--- config.mk ---
export PLATFORM = sky130hd
export DESIGN_NAME = wdss_top
export DESIGN_NICKNAME = d
export VERILOG_FILES = /design/src/rtl/wdss_pkg.sv /design/src/rtl/wdss_sync.sv /design/src/rtl/wdss_top.sv
export SDC_FILE = /design/constraint.sdc
export NUM_CORES = 1
export LEC_CHECK = 0
export BUFFER_PORTS_ARGS = -buffer_cell sky130_fd_sc_hd__buf_4
export CAP_MARGIN = 5
export CORE_MARGIN = 2
export CORE_UTILIZATION = 30
export DETAILED_ROUTE_END_ITERATION = 10
export PLACE_DENSITY_LB_ADDON = 0.08
export RECOVER_POWER = 25
export SKIP_CTS_REPAIR_TIMING = 1
export SLEW_MARGIN = 20
export SYNTH_ARGS = -nofsm -noshare
export SYNTH_HDL_FRONTEND = slang
export SYNTH_SLANG_ARGS = --single-unit
--- constraint.sdc ---
create_clock -name mclk -period 2.6 [get_ports mclk]
set_input_delay 0.65 -clock mclk [delete_from_list [all_inputs] [get_ports mclk]]
set_output_delay 0.65 -clock mclk [all_outputs]
set_load 0.02 [all_outputs]
--- src/rtl/wdss_pkg.sv ---
package wdss_pkg;

  // Clock rate of mclk
  localparam int unsigned CLK_MHZ        = 25;

  // Recovery and reset-release times, in microseconds
  localparam int unsigned REC_TIME_US    = 1000;
  localparam int unsigned RPU_TIME_US    = 100000;

  // Register offsets on the four-bit register address
  localparam logic [3:0] OFF_FLAGS       = 4'h0;
  localparam logic [3:0] OFF_INTR        = 4'h6;
  localparam logic [3:0] OFF_WDOG        = 4'h7;
  localparam logic [3:0] OFF_SECONDS     = 4'h9;
  localparam logic [3:0] OFF_DAY         = 4'hB;

  // Field positions
  localparam int unsigned FLAGS_WF_BIT   = 7;
  localparam int unsigned INTR_AE_BIT    = 7;
  localparam int unsigned INTR_ABE_BIT   = 5;
  localparam int unsigned WDOG_STEER_BIT = 7;
  localparam int unsigned WDOG_MULT_LSB  = 2;
  localparam int unsigned WDOG_MULT_W    = 5;
  localparam int unsigned WDOG_RES_W     = 2;
  localparam int unsigned SEC_OSC_BIT    = 7;
  localparam int unsigned DAY_FT_BIT     = 6;

  // Reset values
  localparam logic [7:0] WDOG_RESET      = 8'h00;
  localparam logic [7:0] INTR_RESET      = 8'h00;
  localparam logic       OSC_STOP_RESET  = 1'b1;

  // Oscillator divider: 2048 edges per sixteenth second
  localparam int unsigned DIV_W          = 11;
  // Square wave toggles every 32 edges, giving 512 Hz
  localparam int unsigned SQ_BITS        = 5;
  localparam logic [SQ_BITS-1:0] SQ_LAST = 5'h1F;

  // Width of the sixteenth-second tick counter (31 x 64 max)
  localparam int unsigned WCNT_W         = 11;
  localparam int unsigned PCNT_W         = 24;

  // Asynchronous pins of the device
  typedef struct packed {
    logic       cs_b;
    logic       ce_b;
    logic       oe_b;
    logic       we_b;
    logic [3:0] addr;
    logic [7:0] dq;
    logic       osc;
    logic       supply_ok;
  } wdss_pins_t;

  // Supply sequencing states
  typedef enum logic [1:0] {
    PW_OFF,
    PW_RAMP,
    PW_RUN
  } wdss_pwr_t;

  // Synchroniser state
  typedef struct packed {
    wdss_pins_t s1;
    wdss_pins_t s2;
  } wdss_sync_t;

  // Whole state of the top module
  typedef struct packed {
    wdss_pwr_t           pwr;
    logic [PCNT_W-1:0]   pcnt;
    logic                acc_en;
    logic                rst_drv;
    logic                rd_prev;
    logic                wr_prev;
    logic [3:0]          adr_prev;
    logic [7:0]          dat_prev;
    logic                osc_prev;
    logic [DIV_W-1:0]    div;
    logic                sq;
    logic [7:0]          wdog;
    logic [7:0]          intr;
    logic                osc_stop;
    logic                ft;
    logic                wf;
    logic [WCNT_W-1:0]   wcnt;
    logic                irq_drv;
    logic                pin_lo;
    logic [7:0]          dq_o;
    logic                dq_oe;
  } wdss_state_t;

endpackage

--- src/rtl/wdss_sync.sv ---
`timescale 1ns/1ns
module wdss_sync (
  input  wire logic              mclk,
  input  wire logic              rst_b,
  input  wire wdss_pkg::wdss_pins_t pins_i,
  output wdss_pkg::wdss_pins_t   pins_o
);

  wdss_pkg::wdss_sync_t s_q;   // Two stages of flops
  wdss_pkg::wdss_sync_t s_d;   // Next value

  // Second stage only reads the first; nothing else does
  always_comb begin
    s_d    = s_q;
    s_d.s1 = pins_i;
    s_d.s2 = s_q.s1;
  end

  // Idle pins are high except osc, which is low; supply counts as absent in reset
  always_ff @(posedge mclk) begin
    if (!rst_b) begin
      s_q         <= '1;
      s_q.s1.supply_ok <= 1'b0;
      s_q.s2.supply_ok <= 1'b0;
      s_q.s1.osc  <= 1'b0;
      s_q.s2.osc  <= 1'b0;
    end else begin
      s_q <= s_d;
    end
  end

  assign pins_o = s_q.s2;

endmodule

--- src/rtl/wdss_top.sv ---
// Behaviour
// - Five multiplier bits above two resolution bits
// - Resolution 1/16, 1/4, 1, 4 seconds
// - Timeout equals multiplier times resolution
// - Expiry sets timeout flag, raises interrupt
// - Interrupt holds until flags read or watchdog access
// - Steering bit zero routes expiry to pin
// - Any watchdog access restarts the count
// - Writing zero disables the watchdog
// - Power-up clears watchdog register to zero
// - Power application clears steering, timeout, alarm enables
// - Low supply blocks writes, inputs, data outputs
// - Access allowed after recovery time above trip
// - Reset output asserted while supply below trip
// - Reset released after trip plus release delay
// - Frequency test gives 512 Hz square wave
`timescale 1ns/1ns
module wdss_top #(
  parameter int unsigned REC_CYCLES =
    wdss_pkg::REC_TIME_US * wdss_pkg::CLK_MHZ,
  parameter int unsigned RPU_CYCLES =
    wdss_pkg::RPU_TIME_US * wdss_pkg::CLK_MHZ
) (
  input  wire logic       mclk,
  input  wire logic       rst_b,
  input  wire logic       cs_b,
  input  wire logic       ce_b,
  input  wire logic       oe_b,
  input  wire logic       we_b,
  input  wire logic [3:0] addr,
  input  wire logic [7:0] dq_i,
  output logic      [7:0] dq_o,
  output logic            dq_oe,
  input  wire logic       osc_32k,
  input  wire logic       supply_ok,
  input  wire logic       irq_freq_test_in,
  output logic            irq_freq_test_out,
  output logic            irq_freq_test_oe,
  input  wire logic       rst_out_in,
  output logic            rst_out_b,
  output logic            rst_out_oe
);

  wdss_pkg::wdss_pins_t  raw;     // Pins as they arrive
  wdss_pkg::wdss_pins_t  pin;     // Pins after two flops
  wdss_pkg::wdss_state_t s_q;     // Registered state
  wdss_pkg::wdss_state_t s_d;     // Next state
  localparam int unsigned PCNT_W = wdss_pkg::PCNT_W; // Supply counter width

  // Pin readbacks are not needed by this logic
  logic unused_readback;
  assign unused_readback = irq_freq_test_in ^ rst_out_in;

  // Gather asynchronous pins into one carrier
  always_comb begin
    raw.cs_b      = cs_b;
    raw.ce_b      = ce_b;
    raw.oe_b      = oe_b;
    raw.we_b      = we_b;
    raw.addr      = addr;
    raw.dq        = dq_i;
    raw.osc       = osc_32k;
    raw.supply_ok = supply_ok;
  end

  // Every pin crosses two flops before it is used
  wdss_sync u_sync (
    .mclk   (mclk),
    .rst_b  (rst_b),
    .pins_i (raw),
    .pins_o (pin)
  );

  // Timeout in sixteenth-second ticks
  function automatic logic [wdss_pkg::WCNT_W-1:0] wd_limit(
    input logic [7:0] w
  );
    logic [wdss_pkg::WCNT_W-1:0] m;
    logic [wdss_pkg::WDOG_RES_W-1:0] r;
    m = '0;
    r = w[wdss_pkg::WDOG_RES_W-1:0];
    m[wdss_pkg::WDOG_MULT_W-1:0] =
      w[wdss_pkg::WDOG_MULT_LSB +: wdss_pkg::WDOG_MULT_W];
    // resolution scaling
    // Each resolution step is four times the last: shift by 2r
    // multiply by shift
    wd_limit = m << {r, 1'b0};
  endfunction

  // Register read mux
  function automatic logic [7:0] rd_mux(
    input logic [3:0]            a,
    input wdss_pkg::wdss_state_t s
  );
    rd_mux = 8'h00;
    case (a)
      wdss_pkg::OFF_FLAGS: begin
        rd_mux[wdss_pkg::FLAGS_WF_BIT] = s.wf;
      end
      wdss_pkg::OFF_INTR: begin
        rd_mux = s.intr;
      end
      wdss_pkg::OFF_WDOG: begin
        rd_mux = s.wdog;
      end
      wdss_pkg::OFF_SECONDS: begin
        rd_mux[wdss_pkg::SEC_OSC_BIT] = s.osc_stop;
      end
      wdss_pkg::OFF_DAY: begin
        rd_mux[wdss_pkg::DAY_FT_BIT] = s.ft;
      end
      default: begin
        rd_mux = 8'h00;
      end
    endcase
  endfunction

  // Next-state logic for the whole block
  always_comb begin
    logic                        rd_now;
    logic                        wr_now;
    logic                        rd_end;
    logic                        wr_end;
    logic                        wd_touch;
    logic                        wf_clr;
    logic                        wf_set;
    logic                        osc_edge;
    logic                        tick;
    logic [wdss_pkg::WCNT_W-1:0] lim;
    logic                        ft_mode;
    logic                        pwr_apply;
    logic                        acc_ok;
    rd_now    = 1'b0;
    wr_now    = 1'b0;
    rd_end    = 1'b0;
    wr_end    = 1'b0;
    wd_touch  = 1'b0;
    wf_clr    = 1'b0;
    wf_set    = 1'b0;
    osc_edge  = 1'b0;
    tick      = 1'b0;
    lim       = '0;
    ft_mode   = 1'b0;
    pwr_apply = 1'b0;
    acc_ok    = 1'b0;
    s_d       = s_q;
    s_d.pin_lo = 1'b0;

    // Supply sequencing: recovery gate and reset release
    case (s_q.pwr)
      wdss_pkg::PW_OFF: begin
        s_d.acc_en  = 1'b0;
        s_d.rst_drv = 1'b1;
        if (pin.supply_ok) begin
          s_d.pwr   = wdss_pkg::PW_RAMP;
          s_d.pcnt  = '0;
          pwr_apply = 1'b1;
        end
      end
      wdss_pkg::PW_RAMP: begin
        if (!pin.supply_ok) begin
          // Supply dipped again: start the wait over
          s_d.pwr    = wdss_pkg::PW_OFF;
          s_d.acc_en = 1'b0;
        end else begin
          s_d.pcnt = s_q.pcnt + 1'b1;
          if (s_q.pcnt == PCNT_W'(REC_CYCLES - 1)) begin
            s_d.acc_en = 1'b1;
          end
          if (s_q.pcnt == PCNT_W'(RPU_CYCLES - 1)) begin
            s_d.pwr     = wdss_pkg::PW_RUN;
            s_d.rst_drv = 1'b0;
          end
        end
      end
      wdss_pkg::PW_RUN: begin
        if (!pin.supply_ok) begin
          s_d.pwr     = wdss_pkg::PW_OFF;
          s_d.acc_en  = 1'b0;
          s_d.rst_drv = 1'b1;
        end
      end
      default: begin
        s_d.pwr = wdss_pkg::PW_OFF;
      end
    endcase

    // Supply loss at the pin closes the port in the same cycle
    acc_ok = s_q.acc_en && pin.supply_ok;
    // Bus cycle decode; overlapping selects are not decoded
    // memory select gates clock port
    if (acc_ok && !pin.cs_b && pin.ce_b) begin
      rd_now = pin.we_b && !pin.oe_b;
      wr_now = !pin.we_b;
    end
    // Effects land at cycle end; a cycle cut by supply loss drops
    rd_end = s_q.rd_prev && !rd_now && acc_ok;
    wr_end = s_q.wr_prev && !wr_now && acc_ok;
    s_d.rd_prev = rd_now;
    s_d.wr_prev = wr_now;
    if (rd_now || wr_now) begin
      s_d.adr_prev = pin.addr;
      s_d.dat_prev = pin.dq;
    end

    // Data outputs, released whenever access is closed
    // outputs floated
    s_d.dq_oe = rd_now;
    s_d.dq_o  = rd_now ? rd_mux(pin.addr, s_q) : 8'h00;

    // Register writes
    if (wr_end) begin
      case (s_q.adr_prev)
        wdss_pkg::OFF_INTR: begin
          s_d.intr = s_q.dat_prev;
        end
        wdss_pkg::OFF_WDOG: begin
          s_d.wdog = s_q.dat_prev;
        end
        wdss_pkg::OFF_SECONDS: begin
          s_d.osc_stop = s_q.dat_prev[wdss_pkg::SEC_OSC_BIT];
        end
        wdss_pkg::OFF_DAY: begin
          s_d.ft = s_q.dat_prev[wdss_pkg::DAY_FT_BIT];
        end
        default: begin
          s_d.ft = s_q.ft;
        end
      endcase
    end

    wd_touch = (rd_end || wr_end) && (s_q.adr_prev == wdss_pkg::OFF_WDOG);
    // clear on flags read or watchdog access
    wf_clr = wd_touch ||
      (rd_end && (s_q.adr_prev == wdss_pkg::OFF_FLAGS));

    // Oscillator edges; a stopped oscillator gives none
    // count oscillator edges
    s_d.osc_prev = pin.osc;
    osc_edge = pin.osc && !s_q.osc_prev && !s_q.osc_stop;
    if (osc_edge) begin
      s_d.div = s_q.div + 1'b1;
      tick    = (s_q.div == '1);
      if (s_q.div[wdss_pkg::SQ_BITS-1:0] == wdss_pkg::SQ_LAST) begin
        s_d.sq = !s_q.sq;
      end
    end

    // Watchdog counter
    lim = wd_limit(s_q.wdog);
    if (wd_touch) begin
      // Restart also zeroes the divider so the first period is
      // whole; the square wave phase jumps as the price
      s_d.wcnt = '0;
      s_d.div  = '0;
    end else if (tick && (s_q.wdog != wdss_pkg::WDOG_RESET) &&
                 (lim != '0)) begin
      if (s_q.wcnt == lim - 1'b1) begin
        wf_set   = 1'b1;
        s_d.wcnt = '0;
      end else begin
        s_d.wcnt = s_q.wcnt + 1'b1;
      end
    end

    // A set in the same cycle as a clear wins
    if (wf_set) begin
      s_d.wf = 1'b1;
    end else if (wf_clr) begin
      s_d.wf = 1'b0;
    end

    // Each power application clears the control bits
    if (pwr_apply) begin
      s_d.wdog = wdss_pkg::WDOG_RESET;
      s_d.intr[wdss_pkg::INTR_AE_BIT]  = 1'b0;
      s_d.intr[wdss_pkg::INTR_ABE_BIT] = 1'b0;
      s_d.ft   = 1'b0;
      s_d.wcnt = '0;
    end

    // Pin drive: frequency test overrides the watchdog
    // test mode condition
    ft_mode = s_q.ft && !s_q.intr[wdss_pkg::INTR_AE_BIT] &&
      (s_q.wdog[wdss_pkg::WDOG_STEER_BIT] ||
       (s_q.wdog == wdss_pkg::WDOG_RESET));
    if (!acc_ok) begin
      s_d.irq_drv = 1'b0;
    end else if (ft_mode) begin
      s_d.irq_drv = !s_q.sq;
    end else begin
      s_d.irq_drv = s_q.wf && !s_q.wdog[wdss_pkg::WDOG_STEER_BIT];
    end
  end

  // Single register bank
  always_ff @(posedge mclk) begin
    if (!rst_b) begin
      s_q          <= '0;
      s_q.rst_drv  <= 1'b1;
      s_q.osc_stop <= wdss_pkg::OSC_STOP_RESET;
      s_q.wdog     <= wdss_pkg::WDOG_RESET;
      s_q.intr     <= wdss_pkg::INTR_RESET;
    end else begin
      s_q <= s_d;
    end
  end

  // Open-drain pins only ever drive low
  // open drain outputs
  assign irq_freq_test_out = s_q.pin_lo;
  assign irq_freq_test_oe  = s_q.irq_drv;
  assign rst_out_b         = s_q.pin_lo;
  assign rst_out_oe        = s_q.rst_drv;
  assign dq_o              = s_q.dq_o;
  assign dq_oe             = s_q.dq_oe;

endmodule

* Word-level counts from Yosys, hierarchy flattened
Index checks and enable logic that the tools add are counted.
** Operators by class
- Add/sub/neg operators :: 4
- Equality and inequality tests :: 21
- Shift-type cells :: 1
- Muxes and demuxes :: 28
- Bitwise operators :: 1
- Reductions and logical operators :: 54
** Operators by type and width (number)
- 24-bit case mux with 2 select lines :: 1
- 26-bit 2-to-1 mux :: 1
- 24-bit by 1-bit adder with 24-bit output (second input constant) :: 1
- 24-bit by 15-bit equality test with 1-bit output (second input constant) :: 1
- 24-bit by 22-bit equality test with 1-bit output (second input constant) :: 1
- 24-bit 2-to-1 mux :: 1
- 11-bit by 1-bit adder with 11-bit output (second input constant) :: 2
- 1-bit logical AND :: 17
- 4-bit by 3-bit equality test with 1-bit output (second input constant) :: 4
- 4-bit equality test (second input constant) :: 4
- 1-bit 2-to-1 mux :: 15
- 2-bit AND reduction :: 7
- 2-bit case mux with 3 select lines :: 2
- 6-bit case mux with 2 select lines :: 1
- 11-bit equality test :: 1
- 11-bit equality test (second input constant) :: 1
- 11-bit 2-to-1 mux :: 1
- 11-bit nonzero test :: 1
- 5-bit by 3-bit left shift with 11-bit output :: 1
- 11-bit by 1-bit subtractor with 11-bit output (second input constant) :: 1
- 1-bit logical NOT :: 10
- 3-bit AND reduction :: 3
- 4-bit logical NOT :: 2
- 8-bit logical NOT :: 1
- other kinds (18) :: 29
** Word-level totals
- Register bits :: 131
- Input port bits :: 22
- Output and inout port bits :: 13
- Logic and storage cells :: 146

* Logic depth before layout (Yosys ltp)
- Word-level depth :: 12
- Mapped depth :: 12
- Gate-level depth less buffers :: 9

* By module
From an unflattened synthesis, not the netlist that was laid out.
** Second synthesis, totals
- Cells, all modules :: 634
- Area, all modules :: 5853.1 um2
** By module, submodules not included
- wdss_top :: times used 1, cells an instance 559, area each 4883.4 um2, seq. area each 1881.8 um2
- wdss_sync :: times used 1, cells an instance 75, area each 969.7 um2, seq. area each 720.7 um2

* Least setup slack after synthesis
Ideal clock, no wire load.
- Path type :: register to register
- Start :: register s_q[34] (netlist bit)
- End :: register s_q[11] (netlist bit)
- Setup time :: 136 ps
- Arrival :: 2605 ps
- Data required time :: 2464 ps
- Slack :: -141 ps
- Cell stages (with the launch flop) :: 13
- Path buffers :: 3
- Period minus slack after synthesis :: 2741 ps
- Path through :: dfxtp_1 > buf_2 > clkbuf_1 > nor2_1 > nand2_1 > ha_1 > a21bo_2 > a2111oi_2 > o2bb2ai_1 > nand4_1 > a2111oi_4 > buf_6 > nor3_1
** Between the ends
- Longest elaborated chain between the ends :: 4
- Elaborated cells on any way between the ends :: 8
- Classes of those cells :: 1 x add/sub; 1 x eq/ne; 1 x shift; 1 x mux; 4 x reduce/logical
** RTL lines
- start: declaration :: line wdss_top.sv:46 : wdss_pkg::wdss_state_t s_q;
- 5-bit by 3-bit left shift with 11-bit output :: line wdss_top.sv:87 : wd_limit = m << {r, 1'b0};
- 11-bit by 1-bit subtractor with 11-bit output :: line wdss_top.sv:258 : if (s_q.wcnt == lim - 1'b1) begin
- 11-bit equality test :: line wdss_top.sv:258
- 11-bit 2-to-1 mux :: line wdss_top.sv:258
Several ways; a longest one is shown, not always the timed one.
A chain may end at the register's enable or synchronous reset.

* Final worst setup path
- Start :: register s_q[33] (netlist bit)
- End :: register s_q[13] (netlist bit)
Same word-level chain as after synthesis.

==> qor.txt <==
Leading area contributor after synthesis -> dfxtp_1
Setup crit end kind -> flop
#FFs+latches synth -> 130
Status -> completed
Total power -> 4.63 mW
First-pass GRT wire length -> 23.3 mm
Post-Syn Instances -> 661
Leak -> 2.61 nW
Post-route ant nets -> 0
Clock transition at path regs -> 0.07 ns
Clock power share -> 53.8%
Yosys Warn Count -> 0
Setup ws final -> 0.0920 ns
Switching share of power -> 23.7%
Setup-failing EPs final -> 0
Post-synth EDFFs -> 0
Sum Neg Setup Slack -> 0 ns
CTS max path bufs -> 2
DP Worst Slack -> 0.0626 ns
Sequential area share after synthesis -> 43.2%
Post-Route Skew -> 0.0143 ns
Crit path launch type -> flop
R2r setup slk -> 0.09 ns
Crit path cell chain -> buf_6 > mux2i_2 > or3_4 > a2111oi_4 > o2bb2ai_2 > nand4_1 > a2111oi_4 > buf_4 > clkbuf_16 > nor3_1
Ranking of synthesized cells by area -> dfxtp_1, mux2i_1, nand2b_1
First-pass detailed-route iteration total -> 4
Largest net degree at the start of global routing -> 66
Hpwl dp -> 9.70 mm
Root Driver -> clkbuf_16
Vias per cell -> 4.78
Slew Viols, Final -> 0
Vias in the first global route -> 4537
Most frequent cells in the layout -> dfxtp_1, buf_4, nor2_1
Setup crit start -> s_q[33]
Die Area -> 21200 µm²
Required @ worst endpoint -> 2.88 ns
Core region area -> 19600 µm²
Crit path to -> s_q[13]
# DRC -> 0
Post-synthesis async set-or-reset flop share -> 0%
Routed wire length -> 13.9 mm
GR Util All Layers -> 13.6%
TritonCTS clock tree -> built
Worst hold margin -> 0.401 ns
Total grt overflow -> 0
P&R area growth vs syn -> 23.3%
RSZ-0062 raised after global routing -> true
Vert. Die Dim -> 146 µm
Fin. Hold Viols -> 0
Crit path DAT -> 2.79 ns
CTS buffer count -> 17
Sequential power share -> 43.9%
Share of layout cells above drive strength 1 -> 20.4%
HP Class -> in2reg
Worst setup path class -> reg2reg
I/O Buffers -> 30
FF-to-FF path depth -> 10
P_int -> 3.53 mW
P_sw -> 1.10 mW
Num rows -> 51
Critical path fanouts, max -> 5
Htree depth -> 4
Ant. Diodes -> 0
Syn Area/Cell -> 9.11 µm²
Combinational Power Share -> 2.3%
Initial antenna violation count -> 0
Io pins -> 35
Layout Nets -> 733
Tcrit/Tclk final -> 96.5%
Crit-path most repeated cell -> a2111oi_4
Slowest cell delay on critical path -> 0.40 ns
Worst R2R Start -> s_q[33]
DR vias -> 4708
Die Span X -> 146 µm
Clock latency at the later pin of the worst-skew pair -> 0.43 ns
Achievable Freq -> 399 MHz
Slowest stage cell, crit path -> or3_4
Share of the synthesized area in the top cell type -> 43.2%
Worst slew margin -> 23.4%
Commonest non-fill, non-tap cell in the layout -> dfxtp_1
End of the worst register-to-register path -> s_q[13]
Sink Count -> 130
Util after Layout -> 37.9%
Final GP Congestion -> 0.832
DRT iter0 DRCs -> 195
WL/cell -> 14.2 µm
Cell Pwr Density -> 623 nW/µm²
Mapped cell area -> 6020 µm²
Worst VDD drop -> 0.392 mV
Distinct cells, synth -> 70
Starting Density -> 30.8%
Max_cap viols -> 0
Slew @ Worst Pin -> 1.15 ns
Primary FF master, synth -> dfxtp_1
Minimum clock period after layout -> 2.51 ns
registers in the layout (all words and copies together) (netlist names):
| name | cells |
|---|---|
| rst_out_oe | 1 |
| dq_oe | 1 |
| s_q | 83 |
| u_sync.pins_o | 18 |
| u_sync.s_d | 18 |
| irq_freq_test_oe | 1 |
| dq_o | 8 |
final cells by class:
type                    count  area (µm²)
fillers                  2001       12200
inverters                   8        30.0
repair buffers             70         566
flip-flops and latches    130        2610
clock buffers              17         425
multi-input cells         479        3280
well taps                 265         332
clock inverters            15         190
power groups by stage:
stage	registers [mW]	clock network [mW]	logic [mW]
2_1_floorplan	2.07	0	0.0727
3_3_place_gp	2.07	0	0.109
3_5_place_dp	2.07	0	0.111
4_1_cts	2.03	2.58	0.112
5_1_grt	2.03	2.67	0.120
6_report	2.03	2.49	0.108
worst max-delay path, delay by kind of cell, from the launching register on:
kind,cells,cell delay (ns)
multiplexers,1,0.14
AND/OR/NAND/NOR,3,0.60
AO/OA/AOI/OAI,3,0.77
flip-flops,1,0.38
buffers and inverters,3,0.48
worst min-delay path by stage:
stage / startpoint / endpoint / slack [ns] / cells past startpoint
3_3_place_gp: u_sync.s_d[3] / u_sync.pins_o[3] / 0.39 / 1
2_1_floorplan: u_sync.s_d[10] / u_sync.pins_o[10] / 0.39 / 1
3_5_place_dp: u_sync.s_d[15] / u_sync.pins_o[15] / 0.39 / 1
4_1_cts: dq_i[2] / u_sync.s_d[4] / 0.38 / 2
6_report: dq_i[2] / u_sync.s_d[4] / 0.40 / 2
5_1_grt: dq_i[2] / u_sync.s_d[4] / 0.38 / 2
Yosys cell counts (3+ instances only):
cell type / count
a21oi_1: 17
nand3_1: 23
inv_1: 8
o21ai_0: 17
or3_1: 5
nor2_1: 55
buf_2: 4
nand2_1: 45
ha_1: 5
nand3b_1: 6
nand4_1: 12
clkbuf_1: 30
buf_4: 10
xnor2_1: 25
mux2i_1: 39
nand4b_1: 3
xor2_1: 17
nor3_2: 5
a22oi_1: 11
nor4_1: 7
and2_1: 7
and3_1: 9
nand2b_1: 35
nor2b_1: 33
nor3b_1: 7
dfxtp_1: 130
nor3_1: 26
a21o_1: 8
or2_2: 6
mux2_2: 3
or4_1: 4
per-layer routing:
metal	vias to the layer above	part of all wire [%]	global-route usage [%]
met5	-	0	0
met4	0	1.5	4.66
met3	17	3.1	3.35
met2	76	46	20.8
met1	2226	50	18.6
li1	2389	-	-
logic make-up after synthesis:
family / after synthesis / synth area share, %
xor gates and xnor gates: 42 / 6.11
muxes: 42 / 7.04
and+or+nand+nor: 304 / 28.2
AOI/OAI and AO/OA: 84 / 10.2
buffers and inverters: 53 / 4.13
adders and majority gates: 5 / 1.04
other: 1 / 0.0622
DFF: 130 / 43.2
metrics by stage:
stage	instance area [µm²]	instances
floorplan	6040	662
global placement	6660	949
finish	7430	984
global route	7430	984
CTS	7280	981
detailed placement	6660	949
(Power assumes the default switching activity.)
